==> config.mk <==
export PLATFORM = sky130hd
export DESIGN_NAME = mhp_master_port
export DESIGN_NICKNAME = d
export VERILOG_FILES = /design/src/core/mhp_pkg.sv /design/src/core/mhp_master_port.sv
export SDC_FILE = /design/constraint.sdc
export NUM_CORES = 1
export LEC_CHECK = 0
export ABC_AREA = 1
export ABC_CLOCK_PERIOD_IN_PS = 4250
export BUFFER_PORTS_ARGS = -buffer_cell sky130_fd_sc_hd__buf_4
export CORE_MARGIN = 4
export CORE_UTILIZATION = 54
export CTS_CLUSTER_SIZE = 25
export DETAILED_ROUTE_END_ITERATION = 8
export HOLD_SLACK_MARGIN = 0.05
export PLACE_DENSITY = 0.81
export SYNTH_ARGS = -nofsm -noshare
export SYNTH_HDL_FRONTEND = slang
export SYNTH_SLANG_ARGS = --single-unit
==> constraint.sdc <==
create_clock -name clk_sys -period 4.25 [get_ports clk_sys]
set_clock_uncertainty 0.15 [all_clocks]
set_input_delay 0.85 -clock clk_sys [delete_from_list [all_inputs] [get_ports clk_sys]]
set_output_delay 0.85 -clock clk_sys [all_outputs]
set_load 0.02 [all_outputs]
==> src/core/mhp_pkg.sv <==
// constants and types for the master maintenance port
// assumes the communication file fields arrive as plain ports
package mhp_pkg;
    // ---------------------------------------------------------------
    // command word layout
    // ---------------------------------------------------------------
    localparam int SEL_HI = 15; // selector byte, printed bits 0-7
    localparam int SEL_LO = 8;
    localparam int FN_HI = 7; // function byte, eight low bits
    localparam logic [7:0] CP_SELECT = 8'h41;
    // ---------------------------------------------------------------
    // control byte flag positions
    // ---------------------------------------------------------------
    localparam int C_CA = 0; // processor_available
    localparam int C_CT = 1; // test_handover
    localparam int C_SA = 2; // step_active
    localparam int C_SP = 3; // step_primed
    localparam int C_SR = 4; // system_reset
    localparam int C_TR = 5; // terminate_request
    localparam int C_AC = 6; // allow_call
    localparam int C_AS = 7; // allow_switch
    // ---------------------------------------------------------------
    // response byte layout
    // ---------------------------------------------------------------
    localparam int R_SE = 0; // system_error_flag
    localparam int R_AT = 1; // irregular_end_flag
    localparam int R_MC = 2; // message_complete
    localparam int R_SC = 3; // switch_complete
    localparam int R_RZ_LO = 4; // reason_code, bits 6:4
    localparam int R_RZ_HI = 6;
    localparam int R_RZ = 4; // clear-strobe index of reason_code
    // ---------------------------------------------------------------
    // condition byte layout
    // ---------------------------------------------------------------
    localparam int K_CC = 0; // command_complete
    localparam int K_AB = 1; // command_failed
    localparam int K_PE = 2; // parity_fault
    localparam int K_IL = 3; // bad_opcode
    localparam int K_AE = 4; // arithmetic_exception
    localparam int K_PV = 5; // protect_violation
    localparam int K_RB = 6; // run_flag_mirror
    localparam logic [7:0] BYTE_RESET = 8'h00;
    // ---------------------------------------------------------------
    // reason codes and generated op codes
    // ---------------------------------------------------------------
    localparam logic [2:0] RZ_NOOP = 3'h0;
    localparam logic [2:0] RZ_MCP_BUSY = 3'h1;
    localparam logic [2:0] RZ_MCW_BUSY = 3'h2;
    localparam logic [2:0] RZ_ERR_BUSY = 3'h6;
    localparam logic [2:0] RZ_MCW_AC = 3'h4;
    localparam logic [2:0] RZ_MCP_AC = 3'h5;
    localparam logic [2:0] RZ_MCW_AS = 3'h6;
    localparam logic [2:0] RZ_ERR_AS = 3'h7;
    localparam logic [3:0] OP_MCW = 4'hA;
    localparam logic [3:0] OP_MCP = 4'hB;
    localparam logic [3:0] OP_ERR = 4'hC;
    localparam logic [3:0] OP_RST = 4'hD;
    // ---------------------------------------------------------------
    // types
    // ---------------------------------------------------------------
    typedef struct packed {
        logic monitor_call_wait; // monitor_call_wait decoded
        logic monitor_call_proceed; // monitor_call_proceed decoded
        logic term_err; // terminate error
        logic parity; // parity_fault
        logic pv; // protect_violation
        logic il; // bad_opcode
        logic ae; // arithmetic_exception
    } mhp_unit_ev_t;
    typedef enum logic [1:0] {ST_IDLE, ST_CMD, ST_AUTO} mhp_state_t;
    typedef enum logic [1:0] {KD_MCP, KD_MCW, KD_ERR} mhp_kind_t;
endpackage : mhp_pkg

==> src/core/mhp_master_port.sv <==
// master maintenance port: command capture, call/error monitor, sequencer
// assumes transfer flag and command word are asynchronous, the rest
// synchronous to clk_sys; outside controller pulses the clear strobes
//
// How it works
// - command word: unit id, op code, address
// - command active only while transfer flag set
// - accept only when selector byte equals 41 hex
// - copy function byte, clear transfer flag
// - sequencer forwards low bits or generates code
// - four-bit op-code register feeds unit cores
// - error switch loads sequencer's own op code
// - monitor decides switch, else three-bit reason
// - switch on system or error condition, permitted
// - set response bits, start sequencer or reason
// - control byte holds eight controller flags
// - step-primed flag handled by outside controller
// - system-reset flag starts processor reset
// - terminate request abandons command or switch
// - allow flags gate automatic switches and calls
// - drive response bits and condition byte
// - set system error and attention bits
// - set message-complete and switch-complete on finish
// - busy-blocked reason codes 001, 010, 110
// - permission-blocked reason codes 100, 101, 110, 111
// - set command-complete or command-failed
// - condition bit mirrors run flag
`timescale 1ns/100ps
module mhp_master_port (
    input wire logic clk_sys, // 10 MHz system clock
    input wire logic rst_n, // synchronous reset, active low
    input wire logic transfer_flag, // asynchronous command transfer flag
    input wire logic [15:0] shared_command_word, // asynchronous command
    input wire logic [7:0] processor_control_byte, // controller flags
    input wire logic [4:0] resp_clear, // response clear strobes
    input wire logic [5:0] cond_clear, // condition clear strobes
    input wire mhp_pkg::mhp_unit_ev_t unit_ev, // unit event pulses
    input wire logic unit_done, // unit cores finished the operation
    input wire logic unit_abort, // unit cores ended abnormally
    input wire logic run_flag, // processor internal run flag
    output logic transfer_clear, // clears transfer flag outside
    output logic [3:0] unit_opcode, // op code to unit cores
    output logic unit_go, // one-cycle start to unit cores
    output logic unit_cancel, // one-cycle abandon to unit cores
    output logic [7:0] processor_response_byte, // response byte
    output logic [7:0] condition_byte // condition byte
);
    // ---------------------------------------------------------------
    // command capture
    // ---------------------------------------------------------------
    logic flag_s1, flag_s2, flag_s3;
    logic [15:0] cmd_s1, cmd_s2;
    logic [7:0] cmd_hold;
    mhp_pkg::mhp_state_t state;
    mhp_pkg::mhp_kind_t kind;
    logic pend_mcw, pend_mcp, pend_err, sr_d;
    logic accept, dec_start, dec_block, busy_bits;
    logic [2:0] dec_reason;
    mhp_pkg::mhp_kind_t dec_kind;
    logic ctl_sr, ctl_tr, ctl_ac, ctl_as;
    logic err_now, sys_now;

    // step and availability flags are kept by the controller; only these four act here
    assign ctl_sr = processor_control_byte[mhp_pkg::C_SR];
    assign ctl_tr = processor_control_byte[mhp_pkg::C_TR];
    assign ctl_ac = processor_control_byte[mhp_pkg::C_AC];
    assign ctl_as = processor_control_byte[mhp_pkg::C_AS];
    assign err_now = unit_ev.pv | unit_ev.il | unit_ev.ae;
    assign sys_now = unit_ev.term_err | unit_ev.parity;
    assign busy_bits = processor_response_byte[mhp_pkg::R_MC]
                     | processor_response_byte[mhp_pkg::R_SC];

    // two-stage synchronisers; flag gets one extra stage so the word settles
    always_ff @(posedge clk_sys) begin
        if (!rst_n) begin
            flag_s1 <= 1'b0;
            flag_s2 <= 1'b0;
            flag_s3 <= 1'b0;
            cmd_s1 <= 16'h0000;
            cmd_s2 <= 16'h0000;
        end else begin
            flag_s1 <= transfer_flag;
            flag_s2 <= flag_s1;
            flag_s3 <= flag_s2;
            cmd_s1 <= shared_command_word;
            cmd_s2 <= cmd_s1;
        end
    end

    // accept an active command addressed to this processor when idle
    assign accept = flag_s3 && !transfer_clear
                 && cmd_s2[mhp_pkg::SEL_HI:mhp_pkg::SEL_LO] == mhp_pkg::CP_SELECT
                 && state == mhp_pkg::ST_IDLE && !ctl_sr && !ctl_tr && !dec_start
                 && !dec_block;

    // holding register and transfer-flag clear, held until flag drops
    always_ff @(posedge clk_sys) begin
        if (!rst_n) begin
            cmd_hold <= 8'h00;
            transfer_clear <= 1'b0;
        end else if (accept) begin
            cmd_hold <= cmd_s2[mhp_pkg::FN_HI:0];
            transfer_clear <= 1'b1;
        end else if (!flag_s3) begin
            transfer_clear <= 1'b0;
        end
    end

    // ---------------------------------------------------------------
    // call and error monitor
    // ---------------------------------------------------------------
    // pending events; a new event wins over its own consumption
    always_ff @(posedge clk_sys) begin
        if (!rst_n || ctl_sr || ctl_tr) begin
            pend_mcw <= 1'b0;
            pend_mcp <= 1'b0;
            pend_err <= 1'b0;
        end else begin
            pend_err <= sys_now || err_now
                     || (pend_err && !(state == mhp_pkg::ST_IDLE));
            pend_mcw <= unit_ev.monitor_call_wait
                     || (pend_mcw && !(state == mhp_pkg::ST_IDLE && !pend_err));
            pend_mcp <= unit_ev.monitor_call_proceed
                     || (pend_mcp && !(state == mhp_pkg::ST_IDLE && !pend_err && !pend_mcw));
        end
    end

    // decide: error first, then wait call, then proceed call
    always_comb begin
        dec_start = 1'b0;
        dec_block = 1'b0;
        dec_reason = mhp_pkg::RZ_NOOP;
        dec_kind = mhp_pkg::KD_MCP;
        if (state == mhp_pkg::ST_IDLE && !ctl_sr && !ctl_tr) begin
            if (pend_err) begin
                dec_kind = mhp_pkg::KD_ERR;
                if (!ctl_as) begin
                    dec_block = 1'b1;
                    dec_reason = mhp_pkg::RZ_ERR_AS;
                end else if (busy_bits) begin
                    dec_block = 1'b1;
                    dec_reason = mhp_pkg::RZ_ERR_BUSY;
                end else begin
                    dec_start = 1'b1;
                end
            end else if (pend_mcw) begin
                dec_kind = mhp_pkg::KD_MCW;
                if (!ctl_ac) begin
                    dec_block = 1'b1;
                    dec_reason = mhp_pkg::RZ_MCW_AC;
                end else if (!ctl_as) begin
                    dec_block = 1'b1;
                    dec_reason = mhp_pkg::RZ_MCW_AS;
                end else if (busy_bits) begin
                    dec_block = 1'b1;
                    dec_reason = mhp_pkg::RZ_MCW_BUSY;
                end else begin
                    dec_start = 1'b1;
                end
            end else if (pend_mcp) begin
                if (!ctl_ac) begin
                    dec_block = 1'b1;
                    dec_reason = mhp_pkg::RZ_MCP_AC;
                end else if (busy_bits) begin
                    dec_block = 1'b1;
                    dec_reason = mhp_pkg::RZ_MCP_BUSY;
                end else begin
                    dec_start = 1'b1;
                end
            end
        end
    end

    // ---------------------------------------------------------------
    // sequencer
    // ---------------------------------------------------------------
    // state, op-code register and unit strobes
    always_ff @(posedge clk_sys) begin
        if (!rst_n) begin
            state <= mhp_pkg::ST_IDLE;
            kind <= mhp_pkg::KD_MCP;
            unit_opcode <= 4'h0;
            unit_go <= 1'b0;
            unit_cancel <= 1'b0;
            sr_d <= 1'b0;
        end else begin
            sr_d <= ctl_sr;
            unit_go <= 1'b0;
            unit_cancel <= 1'b0;
            if (ctl_sr) begin
                state <= mhp_pkg::ST_IDLE;
                if (!sr_d) begin
                    unit_opcode <= mhp_pkg::OP_RST;
                    unit_go <= 1'b1;
                end
            end else if (ctl_tr) begin
                state <= mhp_pkg::ST_IDLE;
                unit_cancel <= (state != mhp_pkg::ST_IDLE);
            end else begin
                unique case (state)
                    mhp_pkg::ST_IDLE: begin
                        if (dec_start) begin
                            state <= mhp_pkg::ST_AUTO;
                            kind <= dec_kind;
                            unit_go <= 1'b1;
                            unique case (dec_kind)
                                mhp_pkg::KD_ERR: unit_opcode <= mhp_pkg::OP_ERR;
                                mhp_pkg::KD_MCW: unit_opcode <= mhp_pkg::OP_MCW;
                                mhp_pkg::KD_MCP: unit_opcode <= mhp_pkg::OP_MCP;
                            endcase
                        end else if (accept) begin
                            state <= mhp_pkg::ST_CMD;
                            unit_opcode <= cmd_s2[3:0];
                            unit_go <= 1'b1;
                        end
                    end
                    mhp_pkg::ST_CMD, mhp_pkg::ST_AUTO: begin
                        if (unit_done || unit_abort) begin
                            state <= mhp_pkg::ST_IDLE;
                        end
                    end
                    default: state <= mhp_pkg::ST_IDLE;
                endcase
            end
        end
    end

    // ---------------------------------------------------------------
    // response and condition bytes
    // ---------------------------------------------------------------
    logic fin_auto, fin_cmd, tr_abandon;
    assign fin_auto = state == mhp_pkg::ST_AUTO && !ctl_sr && !ctl_tr;
    assign fin_cmd = state == mhp_pkg::ST_CMD && !ctl_sr && !ctl_tr;
    assign tr_abandon = ctl_tr && !ctl_sr;

    // response byte: hardware set wins over controller clear
    always_ff @(posedge clk_sys) begin
        if (!rst_n) begin
            processor_response_byte <= mhp_pkg::BYTE_RESET;
        end else begin
            processor_response_byte[mhp_pkg::R_SE] <= (unit_ev.parity && !ctl_sr)
                || (processor_response_byte[mhp_pkg::R_SE] && !resp_clear[mhp_pkg::R_SE]);
            processor_response_byte[mhp_pkg::R_AT] <= (fin_auto && unit_abort)
                || (tr_abandon && state == mhp_pkg::ST_AUTO)
                || (processor_response_byte[mhp_pkg::R_AT] && !resp_clear[mhp_pkg::R_AT]);
            processor_response_byte[mhp_pkg::R_MC] <=
                (fin_auto && unit_done && kind != mhp_pkg::KD_ERR)
                || (processor_response_byte[mhp_pkg::R_MC] && !resp_clear[mhp_pkg::R_MC]);
            processor_response_byte[mhp_pkg::R_SC] <=
                (fin_auto && unit_done && kind != mhp_pkg::KD_MCP)
                || (processor_response_byte[mhp_pkg::R_SC] && !resp_clear[mhp_pkg::R_SC]);
            if (dec_block) begin
                processor_response_byte[mhp_pkg::R_RZ_HI:mhp_pkg::R_RZ_LO] <= dec_reason;
            end else if (resp_clear[mhp_pkg::R_RZ]) begin
                processor_response_byte[mhp_pkg::R_RZ_HI:mhp_pkg::R_RZ_LO] <= mhp_pkg::RZ_NOOP;
            end
            processor_response_byte[7] <= 1'b0;
        end
    end

    // condition byte: flags sticky until cleared, run flag mirrored
    always_ff @(posedge clk_sys) begin
        if (!rst_n) begin
            condition_byte <= mhp_pkg::BYTE_RESET;
        end else begin
            condition_byte[mhp_pkg::K_CC] <= (fin_cmd && unit_done)
                || (condition_byte[mhp_pkg::K_CC] && !cond_clear[mhp_pkg::K_CC]);
            condition_byte[mhp_pkg::K_AB] <= (fin_cmd && unit_abort)
                || (tr_abandon && state == mhp_pkg::ST_CMD)
                || (condition_byte[mhp_pkg::K_AB] && !cond_clear[mhp_pkg::K_AB]);
            condition_byte[mhp_pkg::K_PE] <= unit_ev.parity
                || (condition_byte[mhp_pkg::K_PE] && !cond_clear[mhp_pkg::K_PE]);
            condition_byte[mhp_pkg::K_IL] <= unit_ev.il
                || (condition_byte[mhp_pkg::K_IL] && !cond_clear[mhp_pkg::K_IL]);
            condition_byte[mhp_pkg::K_AE] <= unit_ev.ae
                || (condition_byte[mhp_pkg::K_AE] && !cond_clear[mhp_pkg::K_AE]);
            condition_byte[mhp_pkg::K_PV] <= unit_ev.pv
                || (condition_byte[mhp_pkg::K_PV] && !cond_clear[mhp_pkg::K_PV]);
            condition_byte[mhp_pkg::K_RB] <= run_flag;
            condition_byte[7] <= 1'b0;
        end
    end

    // ---------------------------------------------------------------
    // assertions
    // ---------------------------------------------------------------
    AST_ACCEPT: assert property (@(posedge clk_sys) disable iff (!rst_n)
        accept |=> transfer_clear && cmd_hold == $past(cmd_s2[7:0]))
        else $error("accepted command not held or flag not cleared");
    AST_SELECT: assert property (@(posedge clk_sys) disable iff (!rst_n)
        $rose(transfer_clear) |-> $past(cmd_s2[15:8]) == mhp_pkg::CP_SELECT)
        else $error("command taken with wrong selector byte");
    AST_FORWARD: assert property (@(posedge clk_sys) disable iff (!rst_n)
        accept |=> unit_go && unit_opcode == $past(cmd_s2[3:0]) && state == mhp_pkg::ST_CMD)
        else $error("function bits not forwarded to op-code register");
    AST_ERRCODE: assert property (@(posedge clk_sys) disable iff (!rst_n)
        dec_start && dec_kind == mhp_pkg::KD_ERR |=> unit_go && unit_opcode == mhp_pkg::OP_ERR)
        else $error("error switch did not load generated op code");
    AST_GATE_SW: assert property (@(posedge clk_sys) disable iff (!rst_n)
        !ctl_as |-> !(dec_start && dec_kind != mhp_pkg::KD_MCP))
        else $error("switch started while allow-switch clear");
    AST_GATE_CALL: assert property (@(posedge clk_sys) disable iff (!rst_n)
        !ctl_ac && state == mhp_pkg::ST_IDLE |=> state != mhp_pkg::ST_AUTO || kind == mhp_pkg::KD_ERR)
        else $error("call started while allow-call clear");
    AST_REASON: assert property (@(posedge clk_sys) disable iff (!rst_n)
        state == mhp_pkg::ST_IDLE && pend_mcp && !pend_mcw && !pend_err && !ctl_ac
        && !ctl_sr && !ctl_tr |=> processor_response_byte[6:4] == mhp_pkg::RZ_MCP_AC)
        else $error("blocked call did not post reason 101");
    AST_TERM: assert property (@(posedge clk_sys) disable iff (!rst_n)
        ctl_tr |=> state == mhp_pkg::ST_IDLE && !unit_go)
        else $error("terminate request did not abandon work");
    AST_MSG: assert property (@(posedge clk_sys) disable iff (!rst_n)
        fin_auto && unit_done && kind == mhp_pkg::KD_MCP |=> processor_response_byte[2]
        && state == mhp_pkg::ST_IDLE)
        else $error("message-complete not set after call");
    AST_RUN: assert property (@(posedge clk_sys) disable iff (!rst_n)
        ##1 condition_byte[mhp_pkg::K_RB] == $past(run_flag))
        else $error("run mirror does not follow run flag");
    AST_SE: assert property (@(posedge clk_sys) disable iff (!rst_n)
        unit_ev.parity && !ctl_sr |=> processor_response_byte[0] ##1 1'b1)
        else $error("parity fault did not set system error bit");

endmodule : mhp_master_port

==> results.yml <==
global_routing:
  grt_pass1_vias: 1639
  antenna_found_initial: 0
  grt_start_max_net_pins: 35
  grt_overflow: 0
  grt_pass1_wl_um: 6740
  grt_util_all_layers: 0.163
routing:
  first_pass_iters: 4
  routed_wirelength_um: 4050
  wire_per_inst_um: 10.1
  drt_iter0_drc: 56
  vias: 1822
  drt-vias-per-instance: 4.56
  ant_nets: 0
  route.detailed.drc: 0
worst_setup_path:
  criticalPathCategory: "in2reg"
  r2r_cells: 9
  startpoint: "rst_n"
  start_kind: "input pin"
  crit_slowest_cell: "clkinv_1"
  timing.rr.end: "unit_opcode[2]$_SDFFE_PN0P_"
  reg2reg_slack_ns: 2.53
  crit_arrival_ns: 2.25
  worstPathMaxFanout: 34
  r2r-start: "state[0]$_SDFFE_PP0P_"
  cp.required_ns: 4.34
  endpoint: "pend_err$_SDFF_PP0_"
  end_kind: "flip-flop"
  path_cells: "buf_4 -> clkinv_1 -> nor2_1 -> inv_1 -> a41oi_1"
  slowest_delay_ns: 0.53
yosys:
  ys_async_sr_fraction: 0
  synth_most_common_cell: "inv_1"
  ys.flop_type: "dfxtp_1"
  synth_seq_area_share: 0.496
  netlist_area_mm2: 0.00226
  ys_warn_count: 0
  syn_inst: 289
  avgSynthCellArea_um2: 7.81
  synth_edf_count: 0
  netlist.area_leader.share: 0.496
  synth-seq-cells: 56
  synth_common_cells: "inv_1 (63), nand2_1 (61), dfxtp_1 (56), nor2_1 (22), a21oi_1 (18)"
  synth.area.top_cells: "dfxtp_1 (50%), inv_1 (10%), nand2_1 (10%), a21oi_1 (4.0%), nor2_1 (3.7%)"
  yosysTopAreaCell: "dfxtp_1"
  ys_types: 33
clocking:
  hold_buffers: 0
  clk_latency_ns: 0.31
  cts_buffer_depth: 2
  numCtsBuffers: 5
  htreeDepth: 2
  cts_resized: 0
  cts.clk_slew.worst_paths_ns: 0.10
  postCtsSetupBuffers: 0
  cts_sinks: 56
  clockRootBuffer: "clkbuf_8"
  cts_tree: "yes"
timing:
  setup_viol: 0
  slew_headroom: 0.635
  fin_crit_sh: 0.507
  whs_ns: 0.267
  tightest_slew_ns: 0.543
  drv_slew: 0
  rsz0062_at_grt: "no"
  fin_crit_ns: 2.16
  setup_tns_ns: 0
  max_freq_ghz: 0.464
  hold_violations: 0
placed_design:
  port_buffers: 60
  place_congestion: 0.854
  dp.final_hpwl_um: 3090
  place_area_mm2: 0.00273
floorplan:
  die_h_um: 72.7
  num_rows: 23
  coreArea_mm2: 0.00403
  initial_core_util: 0.561
  num_io_pins: 71
  die_area_mm2: 0.00528
  die_w_um: 72.7
hold_path:
  holdCritPathClass: "reg2reg"
  holdPathStages: 2
final_layout:
  antenna_cells: 0
  finish.utilization: 0.700
  layout-drive-gt1-share: 0.263
  area_growth_syn_to_layout_pct: 24.9
  finish.instance_area_mm2: 0.00282
  nets: 400
pwr:
  vdd_drop_max_mv: 0.341
  pwr_density_cell_mw_per_mm2: 337
  p_leak_nw: 1.51
status:
  status: "finished, final reports clean"
run:
  cap_violations: 0
where the power goes:
part / total [mW] / leakage (nW) / switching, mW / internal, mW
logic: 0.108 / 1.00 / 0.0574 / 0.0509
clock network: 0.289 / 0.0485 / 0.171 / 0.118
registers: 0.553 / 0.460 / 0.00765 / 0.545
registers in the layout, indices dropped and copies added, names as in the netlist:
name and count:
cmd_s1 12, cmd_s2 12, condition_byte 7, flag_s1 1, flag_s2 1, flag_s3 1
kind 2, pend_err 1, pend_mcp 1, pend_mcw 1, processor_response_byte 7, sr_d 1
state 2, transfer_clear 1, unit_cancel 1, unit_go 1, unit_opcode 4
worst max-delay path: cells and delay by family:
kind            cells  cell delay, ns
compound gates      1            0.16
buf+inv             3            0.93
simple gates        1            0.30
area by class of cell:
| class | instances | area [um^2] |
|---|---|---|
| inverters | 67 | 256 |
| well taps | 50 | 62.6 |
| clock inverters | 3 | 22.5 |
| flip-flops and latches | 56 | 1120 |
| multi-input cells | 159 | 838 |
| fillers | 333 | 1210 |
| clock buffers | 5 | 68.8 |
| repair buffers | 60 | 450 |
cell usage in the layout (no fill, tap or decap), types with 4 or more instances in the layout:
cell / n
a21oi_1: 18
o21ai_0: 4
or2_2: 4
clkbuf_8: 5
buf_4: 60
inv_1: 63
nand3_1: 13
nor2_1: 22
dfxtp_1: 56
nand4_1: 5
nand2_1: 61
logic make-up after synthesis:
kind of cell | count (synthesis) | synth area share
AOI/OAI and AO/OA | 31 | 0.0787
adders and majority gates | 3 | 0.0166
buffers and inverters | 75 | 0.134
DFF | 56 | 0.496
other | 1 | 0.00166
and+or+nand+nor | 123 | 0.273
how the worst min path moves through the flow:
stage / slack [ns] / start / endpoint
2_1_floorplan: 0.24 / cmd_s1[0]$_SDFF_PN0_ / cmd_s2[0]$_SDFF_PN0_
4_1_cts: 0.27 / cmd_s1[10]$_SDFF_PN0_ / cmd_s2[10]$_SDFF_PN0_
3_5_place_dp: 0.25 / cmd_s1[10]$_SDFF_PN0_ / cmd_s2[10]$_SDFF_PN0_
3_3_place_gp: 0.24 / flag_s1$_SDFF_PN0_ / flag_s2$_SDFF_PN0_
6_report: 0.27 / cmd_s1[10]$_SDFF_PN0_ / cmd_s2[10]$_SDFF_PN0_
5_1_grt: 0.28 / cmd_s1[10]$_SDFF_PN0_ / cmd_s2[10]$_SDFF_PN0_
through the flow:
step / power (mW) / cells / worst slack, ns
after detailed placement: 0.675 / 392 / 1.76
final: 0.950 / 400 / 2.09
after floorplan: 0.626 / 290 / 2.32
after CTS: 0.959 / 400 / 2.09
after global placement: 0.672 / 392 / 1.78
after global routing: 0.997 / 400 / 1.90
layer usage:
| metal | up-vias | GRT usage | wire length, um |
|---|---|---|---|
| li1 | 988 | - | - |
| met1 | 781 | 0.176 | 1660 |
| met2 | 45 | 0.292 | 2020 |
| met3 | 8 | 0.0482 | 286 |
| met4 | 0 | 0.0717 | 88 |
| met5 | - | 0 | 0 |
No activity file was read; power rests on OpenSTA's default activity.
